**src/design/wdcc_regs.vh**
```
// Register map, field positions and reset values of the watchdog control block.
// Included by every design file of the block; definitions only.
`ifndef WDCC_REGS_VH
`define WDCC_REGS_VH
`define WDCC_ADDR_W 12
`define WDCC_OFF_CONTROL 12'h008
`define WDCC_OFF_INT_CLEAR 12'h00C
`define WDCC_OFF_RAW_STATUS 12'h010
`define WDCC_OFF_MASKED_STATUS 12'h014
`define WDCC_OFF_IRQ_STATUS 12'h020
`define WDCC_OFF_IRQ_MASK 12'h024
`define WDCC_BIT_INT_ENABLE 0
`define WDCC_BIT_RESET_ENABLE 1
`define WDCC_BIT_EVT_TIMEOUT 0
`define WDCC_BIT_EVT_RESET 1
`define WDCC_IRQ_W 2
`define WDCC_RST_CONTROL 2'h0
`define WDCC_RST_IRQ_MASK 2'h0
`define WDCC_CLEAR_READ_VALUE 32'h00000000
`endif

```
**src/design/wdcc_lock.v**
```verilog
// Write lockout for the control register.
// Assumes single-cycle write strobes on clk; released only by sys_rst.
`timescale 1ns/100ps
`include "wdcc_regs.vh"
module wdcc_lock (
	clk,
	sys_rst,
	ctrl_wr,
	ctrl_wdata,
	int_enable,
	reset_enable
);
	input wire clk;
	input wire sys_rst;
	input wire ctrl_wr;
	input wire [1:0] ctrl_wdata;
	output wire int_enable;
	output wire reset_enable;

	reg [1:0] ctrl_q;
	wire locked;

	// Enable bit is itself the lock: no software path clears it once set
	assign locked = ctrl_q[`WDCC_BIT_INT_ENABLE];
	assign int_enable = ctrl_q[`WDCC_BIT_INT_ENABLE];
	assign reset_enable = ctrl_q[`WDCC_BIT_RESET_ENABLE];

	always @(posedge clk or posedge sys_rst) begin
		if (sys_rst) begin
			ctrl_q <= `WDCC_RST_CONTROL;
		end else if (ctrl_wr && !locked) begin
			ctrl_q <= ctrl_wdata;
		end
	end
endmodule // wdcc_lock

```
**src/design/wdcc_sticky.v**
```verilog
// Sticky event bits: set by hardware, cleared by writing one.
// Assumes events and clears are synchronous to clk.
`timescale 1ns/100ps
`include "wdcc_regs.vh"
module wdcc_sticky #(
	parameter W = `WDCC_IRQ_W
) (
	clk,
	sys_rst,
	set_evt,
	clr_wr,
	clr_mask,
	status
);
	input wire clk;
	input wire sys_rst;
	input wire [W-1:0] set_evt;
	input wire clr_wr;
	input wire [W-1:0] clr_mask;
	output reg [W-1:0] status;

	always @(posedge clk or posedge sys_rst) begin
		if (sys_rst) begin
			status <= {W{1'b0}};
		end else begin
			// A set in the clear cycle wins so no event is lost
			status <= (status & ~(clr_wr ? clr_mask : {W{1'b0}})) | set_evt;
		end
	end
endmodule // wdcc_sticky

```
**src/design/wdcc_top.v**
```verilog
// Watchdog control, interrupt clear and raw status, with register port.
// Assumes the counter core on clk gives a one-cycle zero pulse and takes
// a one-cycle reload pulse; the register master never waits.
//
// Our own choice: the plain strobed port.
`timescale 1ns/100ps
`include "wdcc_regs.vh"
module wdcc_top (
	clk,
	sys_rst,
	reg_addr,
	reg_wdata,
	reg_wr,
	reg_rd,
	reg_rdata,
	counter_zero,
	counter_reload,
	counter_enable,
	timeout_interrupt,
	system_reset_req,
	irq
);
	input wire clk;
	input wire sys_rst;
	input wire [`WDCC_ADDR_W-1:0] reg_addr;
	input wire [31:0] reg_wdata;
	input wire reg_wr;
	input wire reg_rd;
	output reg [31:0] reg_rdata;
	input wire counter_zero;
	output reg counter_reload;
	output wire counter_enable;
	output wire timeout_interrupt;
	output reg system_reset_req;
	output wire irq;

	function hit;
		input [`WDCC_ADDR_W-1:0] a;
		input [`WDCC_ADDR_W-1:0] off;
		begin
			hit = (a == off);
		end
	endfunction

	wire int_enable;
	wire reset_enable;
	wire wr_ctrl;
	wire wr_clear;
	wire wr_irq_status;
	wire wr_irq_mask;
	reg raw_q;
	reg int_enable_q;
	reg [`WDCC_IRQ_W-1:0] irq_mask_q;
	wire [`WDCC_IRQ_W-1:0] irq_status;
	wire [`WDCC_IRQ_W-1:0] irq_evt;
	wire masked;
	wire second_timeout;
	reg [31:0] rdata_d;

	assign wr_ctrl = reg_wr && hit(reg_addr, `WDCC_OFF_CONTROL);
	assign wr_clear = reg_wr && hit(reg_addr, `WDCC_OFF_INT_CLEAR);
	assign wr_irq_status = reg_wr && hit(reg_addr, `WDCC_OFF_IRQ_STATUS);
	assign wr_irq_mask = reg_wr && hit(reg_addr, `WDCC_OFF_IRQ_MASK);

	wdcc_lock u_lock (
		.clk(clk),
		.sys_rst(sys_rst),
		.ctrl_wr(wr_ctrl),
		.ctrl_wdata(reg_wdata[1:0]),
		.int_enable(int_enable),
		.reset_enable(reset_enable)
	);

	assign counter_enable = int_enable;
	// Second zero while the first is still pending and uncleared
	assign second_timeout = counter_zero && raw_q && !wr_clear;

	// Raw time-out latch; set wins over a same-cycle clear
	always @(posedge clk or posedge sys_rst) begin
		if (sys_rst) begin
			raw_q <= 1'b0;
		end else if (counter_zero) begin
			raw_q <= 1'b1;
		end else if (wr_clear) begin
			raw_q <= 1'b0;
		end
	end

	assign masked = raw_q & int_enable;
	assign timeout_interrupt = masked;

	always @(posedge clk or posedge sys_rst) begin
		if (sys_rst) begin
			counter_reload <= 1'b0;
			system_reset_req <= 1'b0;
			int_enable_q <= 1'b0;
		end else begin
			int_enable_q <= int_enable;
			// Reload on clear, on each time-out, and when enabling so the
			// count starts fresh rather than from a stale value
			counter_reload <= wr_clear || counter_zero || (int_enable && !int_enable_q);
			// Held until hardware reset: the system reset takes this block down too
			if (second_timeout && reset_enable) begin
				system_reset_req <= 1'b1;
			end
		end
	end

	assign irq_evt = {second_timeout && reset_enable, counter_zero};

	wdcc_sticky #(
		.W(`WDCC_IRQ_W)
	) u_sticky (
		.clk(clk),
		.sys_rst(sys_rst),
		.set_evt(irq_evt),
		.clr_wr(wr_irq_status),
		.clr_mask(reg_wdata[`WDCC_IRQ_W-1:0]),
		.status(irq_status)
	);

	always @(posedge clk or posedge sys_rst) begin
		if (sys_rst) begin
			irq_mask_q <= `WDCC_RST_IRQ_MASK;
		end else if (wr_irq_mask) begin
			irq_mask_q <= reg_wdata[`WDCC_IRQ_W-1:0];
		end
	end

	assign irq = |(irq_status & irq_mask_q);

	always @* begin
		rdata_d = 32'h00000000;
		case (reg_addr)
			`WDCC_OFF_CONTROL: rdata_d = {30'h00000000, reset_enable, int_enable};
			`WDCC_OFF_INT_CLEAR: rdata_d = `WDCC_CLEAR_READ_VALUE;
			`WDCC_OFF_RAW_STATUS: rdata_d = {31'h00000000, raw_q};
			`WDCC_OFF_MASKED_STATUS: rdata_d = {31'h00000000, masked};
			`WDCC_OFF_IRQ_STATUS: rdata_d = {30'h00000000, irq_status};
			`WDCC_OFF_IRQ_MASK: rdata_d = {30'h00000000, irq_mask_q};
			default: rdata_d = 32'h00000000;
		endcase
	end

	// Read data stand only in the cycle after the strobe
	always @(posedge clk or posedge sys_rst) begin
		if (sys_rst) begin
			reg_rdata <= 32'h00000000;
		end else if (reg_rd) begin
			reg_rdata <= rdata_d;
		end else begin
			reg_rdata <= 32'h00000000;
		end
	end
endmodule // wdcc_top

```
**config.mk**
```make
export PLATFORM = sky130hd
export DESIGN_NAME = wdcc_top
export DESIGN_NICKNAME = d
export VERILOG_FILES = /design/src/design/wdcc_lock.v /design/src/design/wdcc_sticky.v /design/src/design/wdcc_top.v
export VERILOG_INCLUDE_DIRS = /design/src /design/src/design
export SDC_FILE = /design/constraint.sdc
export NUM_CORES = 1
export LEC_CHECK = 0
export CORE_MARGIN = 2
export CORE_UTILIZATION = 65
export CTS_CLUSTER_SIZE = 28
export DETAILED_ROUTE_END_ITERATION = 8
export DONT_BUFFER_PORTS = 1
export PLACE_DENSITY = 0.81
export SKIP_LAST_GASP = 1
export SLEW_MARGIN = 25
export SYNTH_ARGS = -nofsm -noshare
export SYNTH_HDL_FRONTEND = slang
export SYNTH_HIERARCHICAL = 1
export SYNTH_SLANG_ARGS = --single-unit
```
**constraint.sdc**
```tcl
create_clock -name clk -period 3.62 [get_ports clk]
set_input_delay 0.724 -clock clk [delete_from_list [all_inputs] [get_ports clk]]
set_output_delay 0.724 -clock clk [all_outputs]
set_load 0.02 [all_outputs]
```
==> Implementation_results.wiki, run 1 <==
{| class="wikitable"
! Metric !! Value
|-
| Outcome || finished clean
|-
| Most numerous cell in the Yosys netlist || sky130_fd_sc_hd__buf_4
|-
| List of most frequent post-synthesis cells || sky130_fd_sc_hd__buf_4 (30), sky130_fd_sc_hd__dfrtp_1 (12), sky130_fd_sc_hd__inv_1 (6)
|-
| Final antenna-violating net count || 0
|-
| WL/cell || 12.5 um
|-
| Row count || 13
|-
| Time the final worst path needs with I/O delays and setup || 1940 ps
|-
| Starting density of the core || 68.1%
|-
| Final setup violation count || 0
|-
| Average instance area after synthesis || 9.30 sq um
|-
| Total routing usage reported by global routing || 18.7%
|-
| Flop and latch count out of synthesis || 12
|-
| Residual DRC || 0
|-
| Post-DP Area || 777 sq um
|-
| Main synth FF type || sky130_fd_sc_hd__dfrtp_1
|-
| Largest net degree at the start of global routing || 9
|-
| Synth Cell Area || 875 sq um
|-
| Core Box Area || 1280 sq um
|-
| TritonCTS Sinks || 12
|-
| Count of routing violations after the opening detailed-route iteration || 25
|-
| Max H-tree Level || 1
|-
| Layout Area Growth over Synthesis || -7.01%
|-
| Fin Setup TNS || 0 ps
|-
| Standby leakage power || 0.000395 uW
|-
| Launching element type of the critical path || flop
|-
| Number of setup buffers added after CTS || 0
|-
| Cts hold-fix bufs || 0
|-
| CTS tree || built
|-
| Worst Skew || 0.765 ps
|-
| Data required time at the worst endpoint || 2900 ps
|-
| CP max stage delay || 630 ps
|-
| Full die area || 1650 sq um
|-
| Number of antenna violations at the first check in global routing || 0
|-
| Count of pins on the block boundary || 86
|-
| Vias per inst || 5.11
|-
| Hold/Removal Path Class || in -> async
|-
| Hold Violations, Final || 0
|-
| Setup repair after global routing missed its margin || no
|-
| Placer congestion estimate || 0.811
|-
| Critical Path Fanout Max || 8
|-
| CTS Root Buffer Type || sky130_fd_sc_hd__clkbuf_4
|-
| HPWL reported at the end of detailed placement || 1.15 mm
|-
| Count of flip-flops with a built-in enable after synthesis || 0
|-
| Gates resized, CTS repair || 0
|-
| Clock latency reported for the late side of the worst-skew pair || 270 ps
|-
| Share of post-route cells with drive strength above 1 || 12.4%
|-
| Slowest CP cell || sky130_fd_sc_hd__dfrtp_1
|-
| Top cell family by delay on the critical path || flip-flops
|-
| List of cells traversed by the critical path || and2_1
|-
| Overall die width || 40.7 um
|-
| Cells after Synth || 94
|-
| Synth cell types || 31
|-
| Cell Pwr Density || 352 nW/um^2
|-
| Yosys synthesis warning count || 6
|-
| Top area cells in the synthesized netlist || sky130_fd_sc_hd__dfrtp_1 (34%), sky130_fd_sc_hd__buf_4 (26%), sky130_fd_sc_hd__a21o_1 (2.6%), sky130_fd_sc_hd__inv_1 (2.6%), sky130_fd_sc_hd__mux2_2 (2.6%)
|-
| Max-cap viol count || 0
|-
| Share of the yosys chip area belonging to registers || 34.3%
|-
| Port buffer count || 0
|-
| Vertical extent of the die || 40.7 um
|-
| Data arrival time of the worst path || 1210 ps
|-
| Total detailed-routing wirelength || 1.40 mm
|-
| Clock-pin slew of the registers on the worst-case setup and hold paths || 80 ps
|-
| Worst Setup End Kind || primary output
|-
| Class of the most critical setup path || reg -> out
|-
| Number of buffers and inverters on the critical path || 0
|-
| Layout net count || 147
|-
| Final number of max-transition violations || 0
|-
| Power Total || 286 uW
|-
| Biggest area consumer among synthesized cells || sky130_fd_sc_hd__dfrtp_1
|-
| Share of synthesized registers carrying an async set or reset || 100%
|-
| Overall overflow remaining after global route || 0
|-
| Number of buffers created by CTS || 3
|-
| Post-layout instance area || 813 sq um
|-
| Number of antenna diodes || 0
|-
| Ratio of final minimum period to clock period || 53.5%
|-
| Number of detailed-route iterations in the first pass || 4
|-
| Vias in the first global route || 512
|-
| Via count || 572
|-
| Number of buffers on the longest clock path || 2
|-
| Share of the synthesized area in the top cell type || 34.3%
|-
| Global-route wire length before repair || 2.04 mm
|-
| Maximum clock frequency || 516 MHz
|-
| IR Drop Worst-Case VDD || 0.000208 V
|}
flip-flops by register name, summed over array words and instances, names as in the netlist:
| name | count |
|---|---|
| irq_mask_q | 2 |
| reg_rdata | 2 |
| u_sticky/status | 2 |
| system_reset_req | 1 |
| u_lock/ctrl_q | 2 |
| raw_q | 1 |
| int_enable_q | 1 |
| counter_reload | 1 |
layout make-up:
type,count,area (sq um)
clock buffer,4,36.3
inverter,6,22.5
sequential,12,300
fill,121,472
tap,15,18.8
multi-input combinational,75,435
placed cells by master, fill, tap and decap left out, drive strengths merged, types with 2 or more instances in the layout:
| master | netlist | layout |
|---|---|---|
| mux2 | 3 | 3 |
| clkbuf | 0 | 4 |
| a21oi | 2 | 2 |
| or4bb | 2 | 2 |
| nand2 | 5 | 5 |
| conb | 1 | 30 |
| nor2b | 2 | 2 |
| nor4 | 3 | 3 |
| a21o | 4 | 4 |
| nor3 | 3 | 3 |
| dfrtp | 12 | 12 |
| nor2 | 5 | 5 |
| inv | 6 | 6 |
| or3 | 2 | 2 |
| nand3 | 3 | 3 |
cells by family (layout without fill, tap and decap cells):
| family | count (synthesis) | in the layout | synth area share, % |
|---|---|---|---|
| AND/OR/NAND/NOR | 30 | 30 | 22.9 |
| buffers and inverters | 36 | 10 | 28.3 |
| other | 1 | 30 | 0.429 |
| AO/OA/AOI/OAI | 12 | 12 | 9.73 |
| multiplexers | 3 | 3 | 4.29 |
| flip-flops | 12 | 12 | 34.3 |
final timing paths:
kind,from,endpoint,slack (ps),cells past startpoint
worst max-delay path,u_lock/ctrl_q[0],timeout_interrupt,1680,1
worst min-delay path,sys_rst,u_lock/ctrl_q[1],180,1
worst max register to register,raw_q,reg_rdata[0],2310,4
worst min register to register,int_enable_q,counter_reload,550,3
max in group asynchronous,sys_rst,reg_rdata[0],3090,1
min in group clk,counter_zero,raw_q,540,1
power breakdown:
group / leakage [uW] / switching, uW / internal [uW]
logic: 0.000220 / 34.6 / 5.57
clock network: 0.0000210 / 46.2 / 61.1
registers: 0.000155 / 3.05 / 136
total: 0.000395 / 83.8 / 203
through the flow:
step / instances / util, % / hold WS, ps / setup slack (ps)
final: 112 / 63.3 / 183 / 1680
after detailed placement: 108 / 60.5 / 473 / 1440
after floorplan: 123 / - / 464 / 1570
after global routing: 112 / 63.3 / 182 / 1610
after global placement: 108 / 60.5 / 470 / 1430
after CTS: 112 / 63.3 / 181 / 1660
per-layer routing:
metal | track usage (%) | vias to the layer above | share of wire, %
met4 | 6.67 | 0 | 0.36
met2 | 30.6 | 34 | 48
met1 | 23.4 | 268 | 41
met3 | 5.43 | 2 | 10
met5 | 0 | - | 0
li1 | - | 268 | -
No activity file was read; power rests on OpenSTA's default activity.
==> run 2: changes to the inputs <==
- CORE_UTILIZATION: 65 -> 54
- PLACE_DENSITY: 0.81 -> 0.72
- clock period: 3.62 -> 1.7 ns (I/O delays scaled with it)
==> run 2 against run 1 <==
Sequential share of layout area down 1.8 points. Sequential power up 110%. Wire length up 9.1%. Flip-flop and latch count unchanged. Critical path type is now in -> reg. Critical endpoint is now u_lock/ctrl_q[1]. Highest routed layer unchanged.
==> Implementation_results.wiki, run 2 (same netlist as run 1, synthesis figures left out) <==
{| class="wikitable"
! Metric !! Value
|-
| Outcome || finished clean
|-
| Placer congestion estimate || 0.760
|-
| Overall overflow remaining after global route || 0
|-
| Maximum clock frequency || 637 MHz
|-
| Overall die width || 44.2 um
|-
| Count of routing violations after the opening detailed-route iteration || 4
|-
| Launching element type of the critical path || input pin
|-
| Hold/Removal Path Class || in -> reg
|-
| Final number of max-transition violations || 0
|-
| Class of the most critical setup path || in -> reg
|-
| Number of filler instances in the final layout || 152
|-
| Number of detailed-route iterations in the first pass || 3
|-
| Full die area || 1960 sq um
|-
| Clock-pin slew of the registers on the worst-case setup and hold paths || 70 ps
|-
| CTS Root Buffer Type || sky130_fd_sc_hd__clkbuf_4
|-
| Total routing usage reported by global routing || 17.5%
|-
| Time the final worst path needs with I/O delays and setup || 1570 ps
|-
| Data arrival time of the worst path || 1740 ps
|-
| Post-DP Area || 808 sq um
|-
| Data required time at the worst endpoint || 1870 ps
|-
| Setup repair after global routing missed its margin || no
|-
| TritonCTS Sinks || 12
|-
| Layout net count || 152
|-
| List of cells traversed by the critical path || nor4_4, nand3_2, nor4_1, buf_4, nor2b_4, mux2_4
|-
| CTS tree || built
|-
| Minimum setup slack after placement || -116 ps
|-
| Number of antenna violations at the first check in global routing || 0
|-
| Post-layout instance area || 855 sq um
|-
| Critical Path Fanout Max || 2
|-
| Most frequent standard cell in the layout excluding fill and tap cells || sky130_fd_sc_hd__conb_1
|-
| Port buffer count || 0
|-
| Largest net degree at the start of global routing || 9
|-
| Layout Area Growth over Synthesis || -2.29%
|-
| Max H-tree Level || 1
|-
| Max-cap viol count || 0
|-
| Vertical extent of the die || 44.2 um
|-
| Slowest CP cell || sky130_fd_sc_hd__nor4_1
|-
| Vias in the first global route || 564
|-
| Count of pins on the block boundary || 86
|-
| Starting density of the core || 58.1%
|-
| Via count || 581
|-
| Number of buffers created by CTS || 3
|-
| Cell Pwr Density || 718 nW/um^2
|-
| IR Drop Worst-Case VDD || 0.000456 V
|-
| Number of antenna diodes || 0
|-
| WL/cell || 12.9 um
|-
| Total detailed-routing wirelength || 1.53 mm
|-
| Worst Setup End Kind || flop
|-
| Residual DRC || 0
|-
| Vias per inst || 4.92
|-
| Core Box Area || 1510 sq um
|-
| Global-route wire length before repair || 2.37 mm
|-
| Worst Skew || 3.18 ps
|-
| Final antenna-violating net count || 0
|-
| CP max stage delay || 360 ps
|-
| Final setup violation count || 0
|-
| Number of buffers on the longest clock path || 2
|-
| Gates resized, CTS repair || 0
|-
| Ratio of final minimum period to clock period || 92.4%
|-
| Standby leakage power || 0.000418 uW
|-
| Post-layout worst setup margin || 129 ps
|-
| Row count || 14
|-
| Leading cell types in the layout, fill and taps excluded || sky130_fd_sc_hd__conb_1 (30), sky130_fd_sc_hd__dfrtp_1 (12), sky130_fd_sc_hd__inv_1 (6)
|-
| Clock latency reported for the late side of the worst-skew pair || 280 ps
|-
| Hold Violations, Final || 0
|-
| HPWL reported at the end of detailed placement || 1.32 mm
|-
| Share of post-route cells with drive strength above 1 || 15.7%
|}
## run 2: cell count changes in the layout (fill, tap and decap cells not counted)
cell                            previous run  this run
sky130_fd_sc_hd__dlygate4sd3_1             0         1
sky130_fd_sc_hd__buf_4                     0         4
## run 2: report_power, final
part | switching [uW] | leakage [uW] | internal [uW]
registers | 6.37 | 0.000155 | 290
logic | 74.8 | 0.000242 | 15.9
clock network | 96.1 | 0.0000210 | 131
total | 177 | 0.000418 | 436
## run 2: worst max-delay path: cells and delay by family
kind	cells	cell delay, ps
buffers and inverters	1	180
muxes	1	300
and+or+nand+nor	4	920
## run 2: layer usage
| metal | vias up | wire length (um) | track usage [%] | share of wire [%] |
|---|---|---|---|---|
| met1 | 264 | 540 | 17.4 | 35 |
| met5 | - | 0 | 0 | 0 |
| li1 | 275 | - | - | - |
| met4 | 0 | 37 | 10.9 | 2.4 |
| met2 | 37 | 765 | 30.6 | 50 |
| met3 | 5 | 184 | 6.12 | 12 |
## run 2: path summary, 6_finish.rpt
kind / cells past startpoint / slack, ps / start / end
min in group asynchronous: 2 / 400 / sys_rst / u_lock/ctrl_q[0]
worst max register to register: 4 / 430 / raw_q / reg_rdata[0]
worst min-delay path: 1 / 150 / counter_zero / raw_q
worst min register to register: 1 / 540 / u_sticky/status[0] / u_sticky/status[0]
max in group asynchronous: 2 / 950 / sys_rst / counter_reload
worst max-delay path: 6 / 130 / reg_addr[7] / u_lock/ctrl_q[1]
## run 2: layout make-up
cell class	count	area (sq um)	area share (%)
Clock buffer	4	36.3	4.25
Tap cell	16	20.0	2.34
Inverter	6	22.5	2.64
Multi-Input combinational cell	75	435	51.0
Timing Repair Buffer	5	40.0	4.69
Sequential cell	12	300	35.1
## run 2: timing repair
action                                  4_1_cts  5_1_grt
endpoints found under the setup margin        0        0
hold buffers                                  1        0
endpoints found under the hold margin        12        0
setup buffers                                 0        0
## run 2: through the flow
step	std cells	utilization, %	hold WS, ps	total power (uW)	setup TNS [ps]
2_1_floorplan	123	-	81.2	434	0
3_3_place_gp	113	53.7	84.5	388	-97.8
3_5_place_dp	113	53.7	88.0	389	-123
4_1_cts	118	56.7	151	616	0
5_1_grt	118	56.7	151	635	0
6_report	118	56.7	152	613	0
==> run 3: changes to the inputs <==
- PLACE_DENSITY: 0.72 -> 0.7
==> run 3 against run 2 <==
Utilization stayed put. Cell count is the same. Count of clock-buffer cells in the layout unchanged. Wire length shrank 5.0%. Via count rose by 3.6%. Highest routed layer unchanged. Total power decreased by 0.64%. Worst setup slack better by 20 ps. First-iteration DRC count decreased by 25%. Largest power group unchanged. Sequential share of layout area unchanged. Largest cell class unchanged. Register-to-register slack got worse by 20 ps. Fmax increased by 1.3%.
==> Implementation_results.wiki, run 3 (same netlist as run 1, synthesis figures left out) <==
{| class="wikitable"
! Metric !! Value
|-
| Gates resized, CTS repair || 0
|-
| Final antenna-violating net count || 0
|-
| Logic depth of the worst register-to-register path || 4
|-
| Number of antenna diodes || 0
|-
| WL/cell || 12.3 um
|-
| Clock-pin slew of the registers on the worst-case setup and hold paths || 70 ps
|-
| Class of the most critical setup path || reg -> out
|-
| R2R setup slack || 410 ps
|-
| Vertical extent of the die || 44.2 um
|-
| Clock latency reported for the late side of the worst-skew pair || 270 ps
|-
| Row count || 14
|-
| CP max stage delay || 630 ps
|-
| Share of post-route cells with drive strength above 1 || 15.7%
|-
| Count of routing violations after the opening detailed-route iteration || 3
|-
| Count of pins on the block boundary || 86
|-
| Worst Hold Slack || 154 ps
|-
| Worst setup path start || u_lock/ctrl_q[0]
|-
| Layout net count || 152
|-
| Worst Setup End Kind || primary output
|-
| Vias in the first global route || 538
|-
| IR Drop Worst-Case VDD || 0.000408 V
|-
| Reg-to-reg critical path endpoint || reg_rdata[0]
|-
| Largest net degree at the start of global routing || 9
|-
| Hold Violations, Final || 0
|-
| Number of instances on the worst hold path || 1
|-
| Launching element type of the critical path || flop
|-
| Final setup violation count || 0
|-
| Slowest CP cell || sky130_fd_sc_hd__dfrtp_1
|-
| Overall overflow remaining after global route || 0
|-
| Time the final worst path needs with I/O delays and setup || 1550 ps
|-
| List of cells traversed by the critical path || and2_1
|-
| Number of antenna violations at the first check in global routing || 0
|-
| CTS Root Buffer Type || sky130_fd_sc_hd__clkbuf_4
|-
| Number of buffers on the longest clock path || 2
|-
| Full die area || 1960 sq um
|-
| Data arrival time of the worst path || 1210 ps
|-
| Post-layout instance area || 855 sq um
|-
| Worst Skew || 1.66 ps
|-
| Number of buffers and inverters on the critical path || 0
|-
| Final number of max-transition violations || 0
|-
| Hold-critical path endpoint || raw_q
|-
| HPWL reported at the end of detailed placement || 1.19 mm
|-
| Number of buffers created by CTS || 3
|-
| Setup repair after global routing missed its margin || no
|-
| Power Total || 609 uW
|-
| Cell Pwr Density || 713 nW/um^2
|-
| Placer congestion estimate || 0.738
|-
| Ratio of final minimum period to clock period || 91.2%
|-
| Total detailed-routing wirelength || 1.45 mm
|-
| Hold path startpoint || counter_zero
|-
| R2r startpoint || raw_q
|-
| Post-DP Area || 808 sq um
|-
| Leading cell types in the layout, fill and taps excluded || sky130_fd_sc_hd__conb_1 (30), sky130_fd_sc_hd__dfrtp_1 (12), sky130_fd_sc_hd__inv_1 (6)
|-
| Most frequent standard cell in the layout excluding fill and tap cells || sky130_fd_sc_hd__conb_1
|-
| TritonCTS Sinks || 12
|-
| Via count || 602
|-
| Maximum clock frequency || 645 MHz
|-
| Data required time at the worst endpoint || 1360 ps
|-
| Total routing usage reported by global routing || 17.1%
|-
| Number of detailed-route iterations in the first pass || 4
|-
| Starting density of the core || 58.1%
|-
| Top cell family by delay on the critical path || flip-flops
|-
| Hold/Removal Path Class || in -> reg
|-
| Critical Path Fanout Max || 8
|-
| Max-cap viol count || 0
|-
| Port buffer count || 0
|-
| Max H-tree Level || 1
|-
| CTS tree || built
|-
| Layout Area Growth over Synthesis || -2.29%
|-
| Outcome || finished clean
|-
| Vias per inst || 5.10
|-
| Residual DRC || 0
|-
| Overall die width || 44.2 um
|-
| Standby leakage power || 0.000418 uW
|-
| Core Box Area || 1510 sq um
|-
| Global-route wire length before repair || 2.28 mm
|}
==> run 3: cell counts in the layout (fill, tap and decap cells not counted) <==
Identical to the previous run, type by type.
==> run 3: worst max path at each step <==
stage                              endpoint  cells past startpoint
after floorplan            u_lock/ctrl_q[1]                      4
after detailed placement   u_lock/ctrl_q[1]                      5
after global placement     u_lock/ctrl_q[1]                      5
after global routing      timeout_interrupt                      1
final                     timeout_interrupt                      1
after CTS                 timeout_interrupt                      1
==> run 3: per-stage QoR <==
stage | setup TNS (ps) | instances | setup slack (ps) | util, %
3_3_place_gp | -99.4 | 113 | -99.4 | 53.7
5_1_grt | 0 | 118 | 52.7 | 56.7
3_5_place_dp | -79.3 | 113 | -79.3 | 53.7
6_report | 0 | 118 | 149 | 56.7
4_1_cts | 0 | 118 | 110 | 56.7
2_1_floorplan | 0 | 123 | 32.4 | -
==> run 3: final cells by class <==
| cell class | count | area [sq um] |
|---|---|---|
| repair buffers | 5 | 40.0 |
| well taps | 16 | 20.0 |
| multi-input cells | 75 | 435 |
| clock buffers | 4 | 36.3 |
| flip-flops and latches | 12 | 300 |
| fillers | 156 | 652 |
| inverters | 6 | 22.5 |
==> run 3: routing by layer <==
metal	wire [um]	GRT usage, %
met5	0	0
met3	182	7.35
met2	688	27.6
met1	558	18.3
met4	23	10.9
==> run 3: power by group <==
group	leakage, uW	internal, uW	switching [uW]
registers	0.000155	290	6.22
clock network	0.0000210	130	92.0
logic	0.000242	15.9	75.3
==> run 3: what timing repair did <==
item,CTS,global route
setup buffers,0,0
hold buffers,1,0
endpoints found under the hold margin,12,0
